## config.mk

```make
export PLATFORM = sky130hd
export DESIGN_NAME = lvmc_top
export DESIGN_NICKNAME = d
export VERILOG_FILES = /design/src/lvmc_pkg.sv /design/src/lvmc_top.sv /design/src/lvmc_sync.sv
export VERILOG_INCLUDE_DIRS = /design/src
export SDC_FILE = /design/constraint.sdc
export NUM_CORES = 1
export LEC_CHECK = 0
export BUFFER_PORTS_ARGS = -buffer_cell sky130_fd_sc_hd__buf_4
export CORE_MARGIN = 3
export CORE_UTILIZATION = 45
export DETAILED_ROUTE_END_ITERATION = 10
export GPL_ROUTABILITY_DRIVEN = 0
export PLACE_DENSITY_LB_ADDON = 0.05
export RECOVER_POWER = 25
export SYNTH_ARGS = -nofsm -noshare
export SYNTH_HDL_FRONTEND = slang
export SYNTH_SLANG_ARGS = --single-unit
```

## constraint.sdc

```tcl
create_clock -name clk -period 2.5 [get_ports clk]
set_input_delay 0.125 -clock clk [delete_from_list [all_inputs] [get_ports clk]]
set_output_delay 0.125 -clock clk [all_outputs]
set_load 0.02 [all_outputs]
```

## src/lvmc_regs.svh

```systemverilog
// Register offsets, field positions and reset values of the supply monitor.
`ifndef LVMC_REGS_SVH
`define LVMC_REGS_SVH
`define LVMC_OFS_CONFIG    8'h00
`define LVMC_OFS_STATUS    8'h04
`define LVMC_OFS_IRQ_STAT  8'h08
`define LVMC_OFS_IRQ_MASK  8'h0C
`define LVMC_BIT_STOP_KEEP 0
`define LVMC_BIT_PWR_OFF   1
`define LVMC_BIT_TRIP_SEL  2
`define LVMC_BIT_RST_DIS   3
`define LVMC_BIT_FLAG      0
`define LVMC_BIT_RST_REQ   1
`define LVMC_BIT_EV_LOW    0
`define LVMC_BIT_EV_HIGH   1
`define LVMC_CONFIG_RESET  4'h0
`define LVMC_MASK_RESET    2'h0
`define LVMC_SYNC_STAGES   3
`define LVMC_LVL_SETTLE    3'h5
`endif

```

## src/lvmc_pkg.sv

```systemverilog
// Types shared by the supply monitor files.
package lvmc_pkg;
    typedef struct packed {
        logic rst_dis;
        logic trip_sel;
        logic pwr_off;
        logic stop_keep;
    } lvmc_cfg_t;
    typedef struct packed {
        logic below_fall;
        logic above_rise;
    } lvmc_cmp_t;
    typedef enum logic [1:0] {
        LVMC_OK,
        LVMC_RESET_HOLD
    } lvmc_state_t;
endpackage

```

## src/lvmc_top.sv

```systemverilog
// Supply monitor control with an AXI4-Lite register slave.
//
// Decided for this implementation: the placing of the registers and register access over AXI4-Lite.
`timescale 1ns/1ps
`include "lvmc_regs.svh"
module lvmc_top
    import lvmc_pkg::*;
(
    input  wire logic        clk,
    input  wire logic        sys_rst,
    input  wire logic        s_axi_awvalid,
    output logic             s_axi_awready,
    input  wire logic [7:0]  s_axi_awaddr,
    input  wire logic        s_axi_wvalid,
    output logic             s_axi_wready,
    input  wire logic [31:0] s_axi_wdata,
    input  wire logic [3:0]  s_axi_wstrb,
    output logic             s_axi_bvalid,
    input  wire logic        s_axi_bready,
    output logic [1:0]       s_axi_bresp,
    input  wire logic        s_axi_arvalid,
    output logic             s_axi_arready,
    input  wire logic [7:0]  s_axi_araddr,
    output logic             s_axi_rvalid,
    input  wire logic        s_axi_rready,
    output logic [31:0]      s_axi_rdata,
    output logic [1:0]       s_axi_rresp,
    input  wire logic        cmp_below_fall,
    input  wire logic        cmp_above_rise,
    input  wire logic        wait_mode,
    input  wire logic        stop_mode,
    output logic             monitor_enable,
    output logic             warn_level_sel,
    output logic             reset_request,
    output logic             irq
);
    lvmc_cfg_t   cfg_r;
    logic        cfg_written_r;
    logic        flag_r;
    lvmc_state_t state_r;
    lvmc_state_t state_nxt;
    logic [1:0]  ist_r;
    logic [1:0]  imask_r;
    logic [1:0]  cmp_raw;
    logic [1:0]  cmp_sync;
    lvmc_cmp_t   cmp;
    logic        aw_held_r;
    logic [7:0]  aw_addr_r;
    logic        w_held_r;
    logic [31:0] w_data_r;
    logic [3:0]  w_strb_r;
    logic        rd_pend_r;

    assign cmp_raw = {cmp_below_fall, cmp_above_rise};

    lvmc_sync #(
        .WIDTH   (2)
    ) u_sync (
        .clk     (clk),
        .sys_rst (sys_rst),
        .async_in(cmp_raw),
        .sync_out(cmp_sync)
    );

    assign cmp = lvmc_cmp_t'(cmp_sync);

    // Monitor activity: powered, and in stop only when kept on.
    wire mon_active = !cfg_r.pwr_off && (!stop_mode || cfg_r.stop_keep);
    wire rst_enable = mon_active && !cfg_r.rst_dis;
    assign monitor_enable = mon_active;
    assign warn_level_sel = cfg_r.trip_sel;
    // The analog side follows warn_level_sel. Raising the level while the
    // supply sits between the new thresholds shows no below_fall, so the
    // rising output is checked once the synchroniser has caught up.
    logic [2:0] lvl_wait_r;
    wire lvl_check    = (lvl_wait_r == 3'h1);
    wire rise_seen    = cmp.above_rise;
    wire raised_low   = lvl_check && cfg_r.trip_sel && !rise_seen;
    wire trip_now     = rst_enable && (cmp.below_fall || raised_low);

    always_comb begin
        state_nxt = state_r;
        case (state_r)
            LVMC_OK: begin
                if (trip_now) begin
                    state_nxt = LVMC_RESET_HOLD;
                end
            end
            LVMC_RESET_HOLD: begin
                if (rise_seen) begin
                    state_nxt = LVMC_OK;
                end
            end
            default: state_nxt = LVMC_OK;
        endcase
    end

    // The hold ignores configuration changes so a trip is never cut short.
    assign reset_request = (state_r == LVMC_RESET_HOLD);

    // Write channel handshake: address and data taken in either order.
    wire aw_fire = s_axi_awvalid && s_axi_awready;
    wire w_fire  = s_axi_wvalid && s_axi_wready;
    assign s_axi_awready = !aw_held_r && !s_axi_bvalid;
    assign s_axi_wready  = !w_held_r && !s_axi_bvalid;
    wire [7:0]  wa    = aw_fire ? s_axi_awaddr : aw_addr_r;
    wire [31:0] wd    = w_fire ? s_axi_wdata : w_data_r;
    wire [3:0]  ws    = w_fire ? s_axi_wstrb : w_strb_r;
    wire wr_do  = (aw_fire || aw_held_r) && (w_fire || w_held_r);
    wire wr_cfg = wr_do && ws[0] && (wa == `LVMC_OFS_CONFIG);
    wire wr_ist = wr_do && ws[0] && (wa == `LVMC_OFS_IRQ_STAT);
    wire wr_msk = wr_do && ws[0] && (wa == `LVMC_OFS_IRQ_MASK);
    wire wr_ok  = wr_cfg || wr_ist || wr_msk || (wa == `LVMC_OFS_STATUS);
    wire new_trip_sel = wd[`LVMC_BIT_TRIP_SEL];
    wire lvl_raise    = wr_cfg && new_trip_sel && !cfg_r.trip_sel;

    // Counts the synchroniser latency after the level is raised, so the
    // check sees the comparator already switched to the new level.
    always_ff @(posedge clk) begin
        if (sys_rst) begin
            lvl_wait_r <= 3'h0;
        end else if (lvl_raise) begin
            lvl_wait_r <= `LVMC_LVL_SETTLE;
        end else if (lvl_wait_r != 3'h0) begin
            lvl_wait_r <= lvl_wait_r - 3'h1;
        end
    end

    // Only the reset disable and trip level bits may be rewritten later.
    lvmc_cfg_t cfg_nxt;
    always_comb begin
        cfg_nxt = cfg_r;
        if (wr_cfg) begin
            cfg_nxt.rst_dis  = wd[`LVMC_BIT_RST_DIS];
            cfg_nxt.trip_sel = wd[`LVMC_BIT_TRIP_SEL];
            if (!cfg_written_r) begin
                cfg_nxt.pwr_off   = wd[`LVMC_BIT_PWR_OFF];
                cfg_nxt.stop_keep = wd[`LVMC_BIT_STOP_KEEP];
            end
        end
    end

    // Events: supply went low, supply recovered. Set wins over clear.
    wire ev_low  = mon_active && cmp.below_fall && !flag_r;
    wire ev_high = mon_active && rise_seen && flag_r;
    wire [1:0] ev = {ev_high, ev_low};
    wire [1:0] ist_nxt = (ist_r & ~(wr_ist ? wd[1:0] : 2'h0)) | ev;
    // Masked event status only; the monitor's own request never feeds irq.
    assign irq = |(ist_r & imask_r);

    wire flag_nxt = !mon_active ? flag_r :
                    cmp.below_fall ? 1'b1 :
                    rise_seen ? 1'b0 : flag_r;

    always_ff @(posedge clk) begin
        if (sys_rst) begin
            state_r       <= LVMC_OK;
            cfg_r         <= lvmc_cfg_t'(`LVMC_CONFIG_RESET);
            cfg_written_r <= 1'b0;
            flag_r        <= 1'b0;
            ist_r         <= 2'h0;
            imask_r       <= `LVMC_MASK_RESET;
        end else begin
            state_r       <= state_nxt;
            cfg_r         <= cfg_nxt;
            cfg_written_r <= cfg_written_r || wr_cfg;
            flag_r        <= flag_nxt;
            ist_r         <= ist_nxt;
            imask_r       <= wr_msk ? wd[1:0] : imask_r;
        end
    end

    always_ff @(posedge clk) begin
        if (sys_rst) begin
            aw_held_r    <= 1'b0;
            w_held_r     <= 1'b0;
            aw_addr_r    <= 8'h00;
            w_data_r     <= 32'h0000_0000;
            w_strb_r     <= 4'h0;
            s_axi_bvalid <= 1'b0;
            s_axi_bresp  <= 2'h0;
        end else begin
            if (aw_fire) begin
                aw_addr_r <= s_axi_awaddr;
            end
            if (w_fire) begin
                w_data_r <= s_axi_wdata;
                w_strb_r <= s_axi_wstrb;
            end
            aw_held_r <= wr_do ? 1'b0 : (aw_held_r || aw_fire);
            w_held_r  <= wr_do ? 1'b0 : (w_held_r || w_fire);
            if (wr_do) begin
                s_axi_bvalid <= 1'b1;
                s_axi_bresp  <= wr_ok ? 2'h0 : 2'h2;
            end else if (s_axi_bready) begin
                s_axi_bvalid <= 1'b0;
            end
        end
    end

    // Read path: one read at a time, data registered.
    assign s_axi_arready = !rd_pend_r;
    wire ar_fire = s_axi_arvalid && s_axi_arready;
    wire [31:0] rd_cfg  = {28'h0, cfg_r.rst_dis, cfg_r.trip_sel,
                           cfg_r.pwr_off, cfg_r.stop_keep};
    wire [31:0] rd_stat = {30'h0, reset_request, flag_r};
    wire [31:0] rd_ist  = {30'h0, ist_r};
    wire [31:0] rd_msk  = {30'h0, imask_r};
    wire rd_hit = (s_axi_araddr == `LVMC_OFS_CONFIG) ||
                  (s_axi_araddr == `LVMC_OFS_STATUS) ||
                  (s_axi_araddr == `LVMC_OFS_IRQ_STAT) ||
                  (s_axi_araddr == `LVMC_OFS_IRQ_MASK);
    wire [31:0] rd_mux =
        (s_axi_araddr == `LVMC_OFS_CONFIG)   ? rd_cfg  :
        (s_axi_araddr == `LVMC_OFS_STATUS)   ? rd_stat :
        (s_axi_araddr == `LVMC_OFS_IRQ_STAT) ? rd_ist  :
        (s_axi_araddr == `LVMC_OFS_IRQ_MASK) ? rd_msk  : 32'h0000_0000;

    always_ff @(posedge clk) begin
        if (sys_rst) begin
            rd_pend_r    <= 1'b0;
            s_axi_rvalid <= 1'b0;
            s_axi_rdata  <= 32'h0000_0000;
            s_axi_rresp  <= 2'h0;
        end else if (ar_fire) begin
            rd_pend_r    <= 1'b1;
            s_axi_rvalid <= 1'b1;
            s_axi_rdata  <= rd_mux;
            s_axi_rresp  <= rd_hit ? 2'h0 : 2'h2;
        end else if (s_axi_rvalid && s_axi_rready) begin
            rd_pend_r    <= 1'b0;
            s_axi_rvalid <= 1'b0;
        end
    end

    a_trip_enters_hold: assert property (@(posedge clk)
        disable iff (sys_rst)
        (state_r == LVMC_OK && trip_now) |=> reset_request)
        else $error("trip did not raise reset request");
    a_hold_until_rise: assert property (@(posedge clk)
        disable iff (sys_rst)
        (reset_request && !rise_seen) |=> reset_request)
        else $error("reset released before supply rose");
    a_hold_release: assert property (@(posedge clk)
        disable iff (sys_rst)
        (reset_request && rise_seen) |=> !reset_request)
        else $error("reset not released after rise");
    a_no_trip_off: assert property (@(posedge clk)
        disable iff (sys_rst)
        (!reset_request && (cfg_r.pwr_off || cfg_r.rst_dis)) |=>
        !reset_request)
        else $error("disabled monitor raised reset");
    a_stop_gate: assert property (@(posedge clk)
        disable iff (sys_rst)
        (stop_mode && !cfg_r.stop_keep) |-> !monitor_enable)
        else $error("monitor active in stop without keep-on");
    a_flag_sets: assert property (@(posedge clk)
        disable iff (sys_rst)
        (mon_active && cmp.below_fall) |=> flag_r)
        else $error("flag not set on low supply");
    a_flag_holds: assert property (@(posedge clk)
        disable iff (sys_rst)
        (!cmp.below_fall && !rise_seen) |=> $stable(flag_r))
        else $error("flag changed between thresholds");
    a_flag_reset: assert property (@(posedge clk)
        sys_rst |=> !flag_r && !cfg_r.trip_sel)
        else $error("reset left flag or level set");
    a_trip_rewrite: assert property (@(posedge clk)
        disable iff (sys_rst)
        wr_cfg |=> cfg_r.trip_sel == $past(new_trip_sel))
        else $error("trip level write lost");
    a_wait_active: assert property (@(posedge clk)
        disable iff (sys_rst)
        (wait_mode && !stop_mode && !cfg_r.pwr_off) |-> monitor_enable)
        else $error("monitor idle in wait");
    a_raise_trips: assert property (@(posedge clk)
        disable iff (sys_rst)
        (raised_low && rst_enable && !reset_request) |=> reset_request)
        else $error("raised level below its rising point did not trip");
    a_cfg_write_once: assert property (@(posedge clk)
        disable iff (sys_rst)
        (wr_cfg && cfg_written_r) |=>
        ($stable(cfg_r.pwr_off) && $stable(cfg_r.stop_keep)))
        else $error("write-once configuration bit changed");
    a_on_from_reset: assert property (@(posedge clk)
        sys_rst |=> (!cfg_r.pwr_off && !cfg_r.rst_dis))
        else $error("monitor not powered out of reset");
endmodule

```

## src/lvmc_sync.sv

```systemverilog
// Three-stage synchroniser with agreement filter for comparator inputs.
`timescale 1ns/1ps
`include "lvmc_regs.svh"
module lvmc_sync
    import lvmc_pkg::*;
#(
    parameter int WIDTH = 2
) (
    input  wire logic             clk,
    input  wire logic             sys_rst,
    input  wire logic [WIDTH-1:0] async_in,
    output logic      [WIDTH-1:0] sync_out
);
    logic [WIDTH-1:0] s1_r;
    logic [WIDTH-1:0] s2_r;
    logic [WIDTH-1:0] s3_r;

    // The first stage feeds only the second; the filter looks at 2 and 3.
    genvar g;
    generate
        for (g = 0; g < WIDTH; g++) begin : g_bit
            always_ff @(posedge clk) begin
                if (sys_rst) begin
                    s1_r[g]     <= 1'b0;
                    s2_r[g]     <= 1'b0;
                    s3_r[g]     <= 1'b0;
                    sync_out[g] <= 1'b0;
                end else begin
                    s1_r[g] <= async_in[g];
                    s2_r[g] <= s1_r[g];
                    s3_r[g] <= s2_r[g];
                    if (s2_r[g] == s3_r[g]) begin
                        sync_out[g] <= s3_r[g];
                    end
                end
            end
        end
    endgenerate
endmodule

```

**Word level (Yosys, flattened, before mapping)**

Index checks and enable logic that the tools add are counted.

- Bitwise gates (word level): 5
- Muxes and demuxes: 21
- Add/sub/neg operators: 1
- Eq/ne operators: 12
- Reduce and logical (&&, ||, !) cells: 57

Operators by type and width:

| operator | number |
|---|---|
| == test 8 x 4 -> 1 bit, second input constant | 4 |
| logical AND 1 bit | 22 |
| == test 8 x 3 -> 1 bit, second input constant | 2 |
| zero test 8 bit | 2 |
| 2-to-1 mux 2 bit | 8 |
| logical OR 1 bit | 11 |
| zero test 1 bit | 10 |
| 2-to-1 mux 4 bit | 2 |
| 2-to-1 mux 8 bit | 1 |
| nonzero test 2 bit | 4 |
| 2-to-1 mux 1 bit | 7 |
| 2-to-1 mux 3 bit | 2 |
| AND reduction 2 bit | 3 |
| OR reduction 2 bit | 3 |
| AND 2 bit | 2 |
| case mux 2 bit (2 select lines) | 1 |
| == test 3 x 1 -> 1 bit, second input constant | 1 |
| nonzero test 3 bit | 1 |
| subtractor 3 x 1 -> 3 bit, second input constant | 1 |
| == test 1 bit | 2 |
| == test 2 x 1 -> 1 bit, second input constant | 1 |
| zero test 2 bit | 1 |
| inequality test 2 x 1 -> 1 bit, second input constant | 1 |
| inequality test 2 bit, second input constant | 1 |
| other kinds (3) | 3 |

- Flip-flop bits (word level): 76
- Output and inout bits: 45
- Word-level logic and storage cells: 125

**Longest topological paths before layout**

Gate-level depths: netlist of run 1.

- Word-level depth: 11
- Gate-level depth with buffers: 7
- Gate-level depth less buffers: 6

**Cells and area by module**

Synthesis of run 1 repeated with hierarchy kept, for this count alone.

- Cells, all modules: 218
- Area, all modules: 2,113.3 um^2

By module, submodules not included:

| module | area an instance (um^2) | cells an instance | times used |
|---|---|---|---|
| lvmc_top | 1,885.6 | 198 | 1 |
| lvmc_sync | 227.7 | 20 | 1 |

**Worst setup path after synthesis of run 1**

No wires, ideal clock.

- Path type: reg2reg
- From: register s_axi_bvalid
- To: register ist_r[0]
- Required time: 2,370 ps
- Path buffers: 1
- Path slack: 334 ps
- Library setup time: 130 ps
- Arrival: 2,035 ps
- Cell stages (with the launch flop): 7
- Cell sequence: dfxtp_1 buf_6 or3b_2 mux2i_4 or3_1 o311ai_1 o31ai_1

- Cells in the longest elaborated chain, start to end: 11
- Elaborated cells between the ends (all ways): 18
- Classes of those cells: 1 x eq/ne; 4 x mux; 3 x bitwise; 10 x reduce/logical

Ends and longest elaborated chain:

| what | RTL line | RTL |
|---|---|---|
| start: declaration | lvmc_top.sv:18 | `output logic s_axi_bvalid,` |
| start signal: assignment | lvmc_top.sv:180 | `s_axi_bvalid <= 1'b0;` |
| start signal: assignment | lvmc_top.sv:193 | `s_axi_bvalid <= 1'b1;` |
| start signal: assignment | lvmc_top.sv:196 | `s_axi_bvalid <= 1'b0;` |
| zero test 1 bit (*) | lvmc_top.sv:104, lvmc_top.sv:105 |  |
| parallel branches: the longest is 6 deep, another holds 2-to-1 mux 8 bit | - |  |
| 2-to-1 mux 2 bit (*) | lvmc_top.sv:147 | `wire [1:0] ist_nxt = (ist_r & ~(wr_ist ? wd[1:0] : 2'h0)) \| ev;` |
| inverter 2 bit (*) | lvmc_top.sv:147 |  |
| AND 2 bit (*) | lvmc_top.sv:147 |  |
| bitwise OR 2 bit (*) | lvmc_top.sv:147 |  |
| end signal: assignment | lvmc_top.sv:168 | `ist_r <= ist_nxt;` |
| end: declaration | lvmc_top.sv:42 | `logic [1:0] ist_r;` |

Mark *: on every way between the ends.
A chain may end at the register's enable or synchronous reset.

**Final worst setup path of run 1**

- From: register aw_held_r
- To: register ist_r[0]

- Cells in the longest elaborated chain, start to end: 11
- Elaborated cells between the ends (all ways): 13
- Classes of those cells: 1 x eq/ne; 2 x mux; 3 x bitwise; 7 x reduce/logical

Ends and longest elaborated chain:

| what | RTL line | RTL |
|---|---|---|
| start: declaration | lvmc_top.sv:47 | `logic aw_held_r;` |
| start signal: assignment | lvmc_top.sv:190 | `aw_held_r <= wr_do ? 1'b0 : (aw_held_r \|\| aw_fire);` |
| parallel branches: the longest is 6 deep, another holds 2-to-1 mux 8 bit | - |  |
| logical AND 1 bit (*) | lvmc_top.sv:111 | `` wire wr_ist = wr_do && ws[0] && (wa == `LVMC_OFS_IRQ_STAT); `` |
| 2-to-1 mux 2 bit (*) | lvmc_top.sv:147 |  |
| inverter 2 bit (*) | lvmc_top.sv:147 |  |
| AND 2 bit (*) | lvmc_top.sv:147 |  |
| bitwise OR 2 bit (*) | lvmc_top.sv:147 |  |

Marked as above.

==> run_results.csv, run 1 <==
group,metric,value,unit
clock_network,cts_max_level,2,
clock_network,cts_resized,0,
finish,instances_no_fill,337,
critical_path,crit_type,"reg2reg",
yosys,synth.top_cells.by_area,"dfxtp_1 (42%), buf_4 (11%), nor2_1 (5.1%), a21oi_1 (4.9%), nand2_1 (3.7%)",
finish,fillers,432,
yosys,avgSynthCellArea,9.079,um^2
yosys,synth_edf_count,0,
finish,drive_gt1_share,21.40,%
yosys,ys_warn_count,0,
yosys,synthAdderAreaFrac,1.767,%
finish,num-nets-final,350,
hold_path,whs_path_depth,2,
floorplan,die_w,74.71,um
yosys,synth_seq_cells,45,
yosys,synth_top_family_by_area,"simple AND/OR/NAND/NOR gates",
power_and_ir_drop,internal-power,1.263,mW
power_and_ir_drop,p_leak,1.051,nW
clock_network,cts_sinks,45,
global_route,grt_pass1_wl,6.582,mm
hold_path,min_to,"u_sync.s1_r[0]",
critical_path,r2r_setup_slack,0.38,ns
yosys,synth_top_area_share,42.40,%
global_route,grt_pass1_vias,1400,
timing,worstMarginPinSlew,1.793,ns
critical_path,rr_startpoint,"aw_held_r",
timing,fmax,472.5,MHz
power_and_ir_drop,peakVddDrop,0.5128,mV
power_and_ir_drop,p_per_area,709.7,nW/um^2
power_and_ir_drop,switching_share,29.10,%
drt,drt_iter0_markers,89,
clock_network,cts_tree,"yes",
critical_path,r2r_end,"ist_r[0]",
drt,wirelength,4.130,mm
drt,vias,1648,
power_and_ir_drop,clock_power_share,32.4,%
global_route,track_usage,15.61,%
yosys,async_flop_share,0,%
yosys,ys_types,44,
yosys,synth_simple_gate_area_share,19.79,%
timing,report.final.slew_viol_count,44,
timing,grt_setup_unrepaired,"false",
timing,hold_viol_final,0,
drt,drtPass1Iterations,4,
global_route,grt_max_degree,44,
critical_path,arrival,2.25,ns
timing,period_share,84.66,%
critical_path,worstSetupPathDepth,5,
floorplan,ioPinCount,108,
hold_path,hp-class,"in2reg",
critical_path,crit_buf_inv,0,
critical_path,crit_chain,"or3b_2 -> mux2i_4 -> or3_1 -> o311ai_1 -> o31ai_1",
power_and_ir_drop,power_switching,0.5186,mW
clock_network,clock_path_buffers,2,
timing,setup_viol,0,
placed_design,dp_cells,328,
critical_path,worst_setup_path_start_kind,"register",
timing,finalClockSkew,0.009633,ns
yosys,synth_area_leader_cell,"dfxtp_1",
yosys,synth_cells,234,
flow_run,drv_cap,1,
drt,avgRoutedWirePerCell,12.26,um
yosys,synth-xor-area-share,0.4122,%
floorplan,row_count,24,
timing,relSlewSlack,-19.54,%
critical_path,worstPathRequired,2.63,ns
drt,route.detailed.drc,0,
finish,area_growth,18.20,%
yosys,synth_compound_area_share,13.60,%
yosys,syn_area,2125,um^2
drt,ant_nets,0,
placed_design,port-buffer-count,45,
clock_network,root_buffer,"clkbuf_8",
yosys,synth-seq-area-share,42.40,%
clock_network,cts_buffers,5,
timing,layout_min_cycle_time,2.116,ns
global_route,antenna_found_initial,0,
critical_path,cp_slowest_cell,"or3b_2",
floorplan,die_h,74.71,um
clock_network,clk_pin_slew,0.09,ns
yosys,synth_mux_area_share,8.068,%
status,violations,"max-capacitance violations, max-slew violations",
timing,fin_setup_tns,0,ns
status,outcome,"finished with violations",
drt,vias_per_cell,4.890,
power_and_ir_drop,pwr-share-comb,22.5,%
finish,layout_commonest_cell,"dfxtp_1",
floorplan,die_area,5582,um^2
hold_path,min-delay-start,"cmp_above_rise",
critical_path,worstPathMaxFanout,7,
critical_path,reg2reg_depth,5,
floorplan,initial_core_util,47.80,%
clock_network,post_cts_buffers,0,
global_route,gr-total-overflow,0,
floorplan,core,4444,um^2
critical_path,end_kind,"register",
power_and_ir_drop,seq_power_share,45.1,%
clock_network,clock_latency,0.30,ns
critical_path,cp_top_family,"simple AND/OR/NAND/NOR gates",
yosys,synth_ff_type,"dfxtp_1",
finish,n_antenna_cell,0,
placed_design,dpl.hpwl,3.111,mm
critical_path,worst_path_largest_cell_delay,0.52,ns
finish,final_cell_mix,"dfxtp_1 (45), buf_4 (43), conb_1 (30)",
## timing repair
action | 4_1_cts | 5_1_grt
endpoints found under the setup margin | 0 | 0
hold buffers | 1 | 0
endpoints found under the hold margin | 1 | 0
## logic make-up (layout without fill, tap and decap cells)
kind of cell,after synthesis,count (layout)
XOR/XNOR,1,1
buffers and inverters,44,66
AND/OR/NAND/NOR,82,82
adder cells (fa/ha/maj),3,3
multiplexers,13,13
AO/OA/AOI/OAI,45,45
flip-flops,45,45
other,1,30
## how the worst max path moves through the flow
| stage | from | endpoint |
|---|---|---|
| 2_1_floorplan | s_axi_bvalid | ist_r[0] |
| 6_report | aw_held_r | ist_r[0] |
| 3_5_place_dp | aw_held_r | ist_r[0] |
| 4_1_cts | aw_held_r | ist_r[1] |
| 5_1_grt | sys_rst | ist_r[0] |
| 3_3_place_gp | aw_held_r | ist_r[0] |
## metal layers
layer	GRT usage (%)	part of all wire, %	vias up	wire length (um)
li1	-	-	853	-
met5	0	0	-	0
met1	21.85	48	740	1969
met4	5.929	1.5	0	64
met2	22.63	45	49	1864
met3	4.806	5.6	6	231
## synthesized netlist by cell type, types with 2 or more instances
cell type and number:
nand4b_1 3, mux4_2 2, buf_6 2, nor2b_1 8, mux2i_1 7, nor2_1 29
nor3b_4 2, inv_1 7, o311ai_1 2, buf_1 2, dfxtp_1 45, a21oi_1 21
nand3_1 2, o21ai_0 4, nor3_1 3, nand2b_1 2, buf_4 30, mux2_2 3
a211oi_1 5, a41o_1 2, a32oi_1 2, nor4_1 3, a22oi_1 2, ha_1 3
nand4_1 2, clkbuf_1 3, nand2_1 21
## per-stage QoR
stage | hold slack (ns) | worst slack (ns) | cell area (um^2) | utilization, % | total power [mW]
6_report | 0.03157 | 0.3836 | 2511 | 56.50 | 1.782
4_1_cts | 0.02433 | 0.4122 | 2537 | 57.09 | 1.802
3_5_place_dp | 0.3141 | 0.4128 | 2407 | 54.17 | 1.222
2_1_floorplan | 0.2240 | 0.3341 | 2233 | - | 1.143
5_1_grt | 0.04669 | 0.1917 | 2511 | 56.50 | 1.882
3_3_place_gp | 0.3114 | 0.4222 | 2407 | 54.17 | 1.219
## power groups by stage
stage	combinational [mW]	clock, mW	sequential (mW)
final	0.401	0.577	0.804
after global routing	0.453	0.616	0.813
after CTS	0.406	0.591	0.804
after detailed placement	0.403	0	0.819
after global placement	0.400	0	0.819
after floorplan	0.320	0	0.822
## final cells by class
class                   count  area [um^2]  share of cell area [%]
flip-flops and latches     45        900.9                   35.87
clock buffers               6        82.58                   3.288
clock inverters             2        37.54                   1.495
repair buffers             51        359.1                   14.30
well taps                  52        65.06                   2.591
inverters                   7        26.28                   1.046
multi-input cells         174         1040                   41.41
## registers in the layout, summed over array words and instances (netlist names), 2 cells and up
register	count
aw_addr_r	8
s_axi_rdata	4
w_data_r	4
cfg_r	3
lvl_wait_r	3
imask_r	2
ist_r	2
u_sync.s1_r	2
u_sync.s2_r	2
u_sync.s3_r	2
u_sync.sync_out	2
No activity file was read; power rests on OpenSTA's default activity.
==> run 2, diff against run 1 <==
==> constraint.sdc (replaced) <==
create_clock -name clk -period 2.1 [get_ports clk]
set_input_delay 0.105 -clock clk [delete_from_list [all_inputs] [get_ports clk]]
set_output_delay 0.105 -clock clk [all_outputs]
set_load 0.02 [all_outputs]
==> run_results.csv, run 2 (same netlist as run 1, synthesis figures left out) <==
group,metric,value,unit
timing,fin_setup_tns,0,ns
power_and_ir_drop,peakVddDrop,0.4808,mV
finish,largest_reg_flops,8,
critical_path,r2r_end,"ist_r[0]",
floorplan,die_h,74.71,um
drt,route.detailed.drc,0,
critical_path,cp-startpoint,"s_axi_bvalid",
finish,top_regs,"aw_addr_r: 8 flops, s_axi_rdata: 4 flops, w_data_r: 4 flops",
status,outcome,"finished, final reports clean",
finish,stdcell_area,2546,um^2
critical_path,worstPathRequired,2.28,ns
critical_path,endpoint,"ist_r[0]",
drt,ant_nets,0,
placed_design,post-place-ws,0.1252,ns
flow_run,drv_cap,0,
critical_path,reg2reg_depth,5,
finish,final_cell_mix,"buf_4 (47), dfxtp_1 (45), conb_1 (30)",
power_and_ir_drop,switching_share,29.69,%
power_and_ir_drop,clock_power_share,31.3,%
finish,fin_util,57.29,%
hold_path,hp-class,"in2reg",
global_route,antenna_found_initial,0,
global_route,grt_pass1_vias,1471,
critical_path,r2r_setup_slack,0.17,ns
critical_path,worstPathMaxFanout,5,
drt,vias_per_cell,4.906,
global_route,grt_pass1_wl,6.624,mm
clock_network,cts_buffers,5,
drt,vias,1673,
clock_network,cts_sinks,45,
timing,hold_ws,0.01360,ns
finish,multiInputGateArea,1046,um^2
placed_design,placed_area,2440,um^2
finish,seq_area,900.9,um^2
clock_network,clock_latency,0.30,ns
critical_path,arrival,2.11,ns
placed_design,dpl.hpwl,3.231,mm
floorplan,die_area,5582,um^2
floorplan,initial_core_util,47.80,%
drt,drtPass1Iterations,4,
floorplan,row_count,24,
power_and_ir_drop,p_leak,1.071,nW
global_route,track_usage,15.38,%
floorplan,ioPinCount,108,
timing,grt_setup_unrepaired,"false",
timing,worstMarginPinSlew,0.5122,ns
power_and_ir_drop,seq_power_share,45.2,%
clock_network,clock_path_buffers,2,
power_and_ir_drop,p_per_area,830.6,nW/um^2
critical_path,end_kind,"register",
finish,drive_gt1_share,23.18,%
critical_path,cp_slowest_cell,"or3b_4",
clock_network,cts_max_level,2,
drt,avgRoutedWirePerCell,12.43,um
floorplan,die_w,74.71,um
power_and_ir_drop,pwr-share-comb,23.6,%
drt,drt_iter0_markers,81,
timing,report.final.slew_viol_count,0,
critical_path,worst_setup_path_start_kind,"register",
timing,setup_viol,0,
critical_path,worst_path_largest_cell_delay,0.44,ns
global_route,gr-total-overflow,0,
finish,top_register,"aw_addr_r",
floorplan,core,4444,um^2
timing,hold_viol_final,0,
finish,area_growth,19.85,%
finish,fillers,424,
finish,layout_commonest_cell,"buf_4",
finish,num-nets-final,354,
clock_network,cts_tree,"yes",
power_and_ir_drop,internal-power,1.487,mW
critical_path,rr_startpoint,"s_axi_bvalid",
placed_design,port-buffer-count,45,
timing,fin_ws,0.1689,ns
timing,finalClockSkew,0.004516,ns
clock_network,clk_pin_slew,0.09,ns
clock_network,root_buffer,"clkbuf_8",
timing,period_share,91.96,%
critical_path,crit_chain,"or3b_4 -> mux2i_4 -> or3_1 -> o311ai_1 -> o31ai_1",
critical_path,crit_type,"reg2reg",
power_and_ir_drop,power_switching,0.6279,mW
global_route,grt_max_degree,44,
timing,layout_min_cycle_time,1.931,ns
timing,fmax,517.8,MHz
finish,n_antenna_cell,0,
clock_network,post_cts_buffers,0,
timing,relSlewSlack,65.54,%
drt,wirelength,4.239,mm
## run 2: per-stage QoR
| stage | cells | total power [mW] |
|---|---|---|
| 4_1_cts | 341 | 2.130 |
| 2_1_floorplan | 263 | 1.362 |
| 3_3_place_gp | 332 | 1.467 |
| 5_1_grt | 341 | 2.230 |
| 3_5_place_dp | 332 | 1.473 |
| 6_report | 341 | 2.115 |
## run 2: worst min path at each step
stage / from / endpoint / cells after the start
floorplan: s_axi_rready / rd_pend_r / 1
global placement: s_axi_rready / rd_pend_r / 2
detailed placement: s_axi_rready / rd_pend_r / 2
CTS: cmp_above_rise / u_sync.s1_r[0] / 2
global route: cmp_below_fall / u_sync.s1_r[1] / 2
finish: cmp_above_rise / u_sync.s1_r[0] / 2
## run 2: repair_timing
item                                   4_1_cts  5_1_grt
endpoints found under the hold margin        1        0
hold buffers                                 1        0
resized for setup                            0        1
setup endpoints to repair                    0        2
## run 2: power by group through the flow
stage / registers [mW] / logic [mW] / clock network (mW)
after floorplan: 0.979 / 0.383 / 0
after global placement: 0.974 / 0.493 / 0
after detailed placement: 0.974 / 0.499 / 0
after CTS: 0.955 / 0.503 / 0.672
after global routing: 0.963 / 0.564 / 0.702
final: 0.955 / 0.499 / 0.661
## run 2: critical path: cells and delay by family, from the launching register on
family | cells | cell delay (ns)
muxes | 1 | 0.22
and+or+nand+nor | 2 | 0.84
DFF | 1 | 0.32
AOI/OAI and AO/OA | 2 | 0.42
## run 2: layout make-up
type,instances,area share [%]
inverters,7,1.032
clock inverters,3,1.818
multi-input cells,174,41.08
flip-flops and latches,45,35.38
repair buffers,55,15.43
well taps,52,2.555
clock buffers,5,2.703
## run 2: routing by layer
metal	up-vias	track usage, %	share of wire [%]
met2	46	24.49	47
met1	760	21.05	47
met5	-	0	0
li1	862	-	-
met3	5	4.005	5.0
met4	0	3.557	0.45
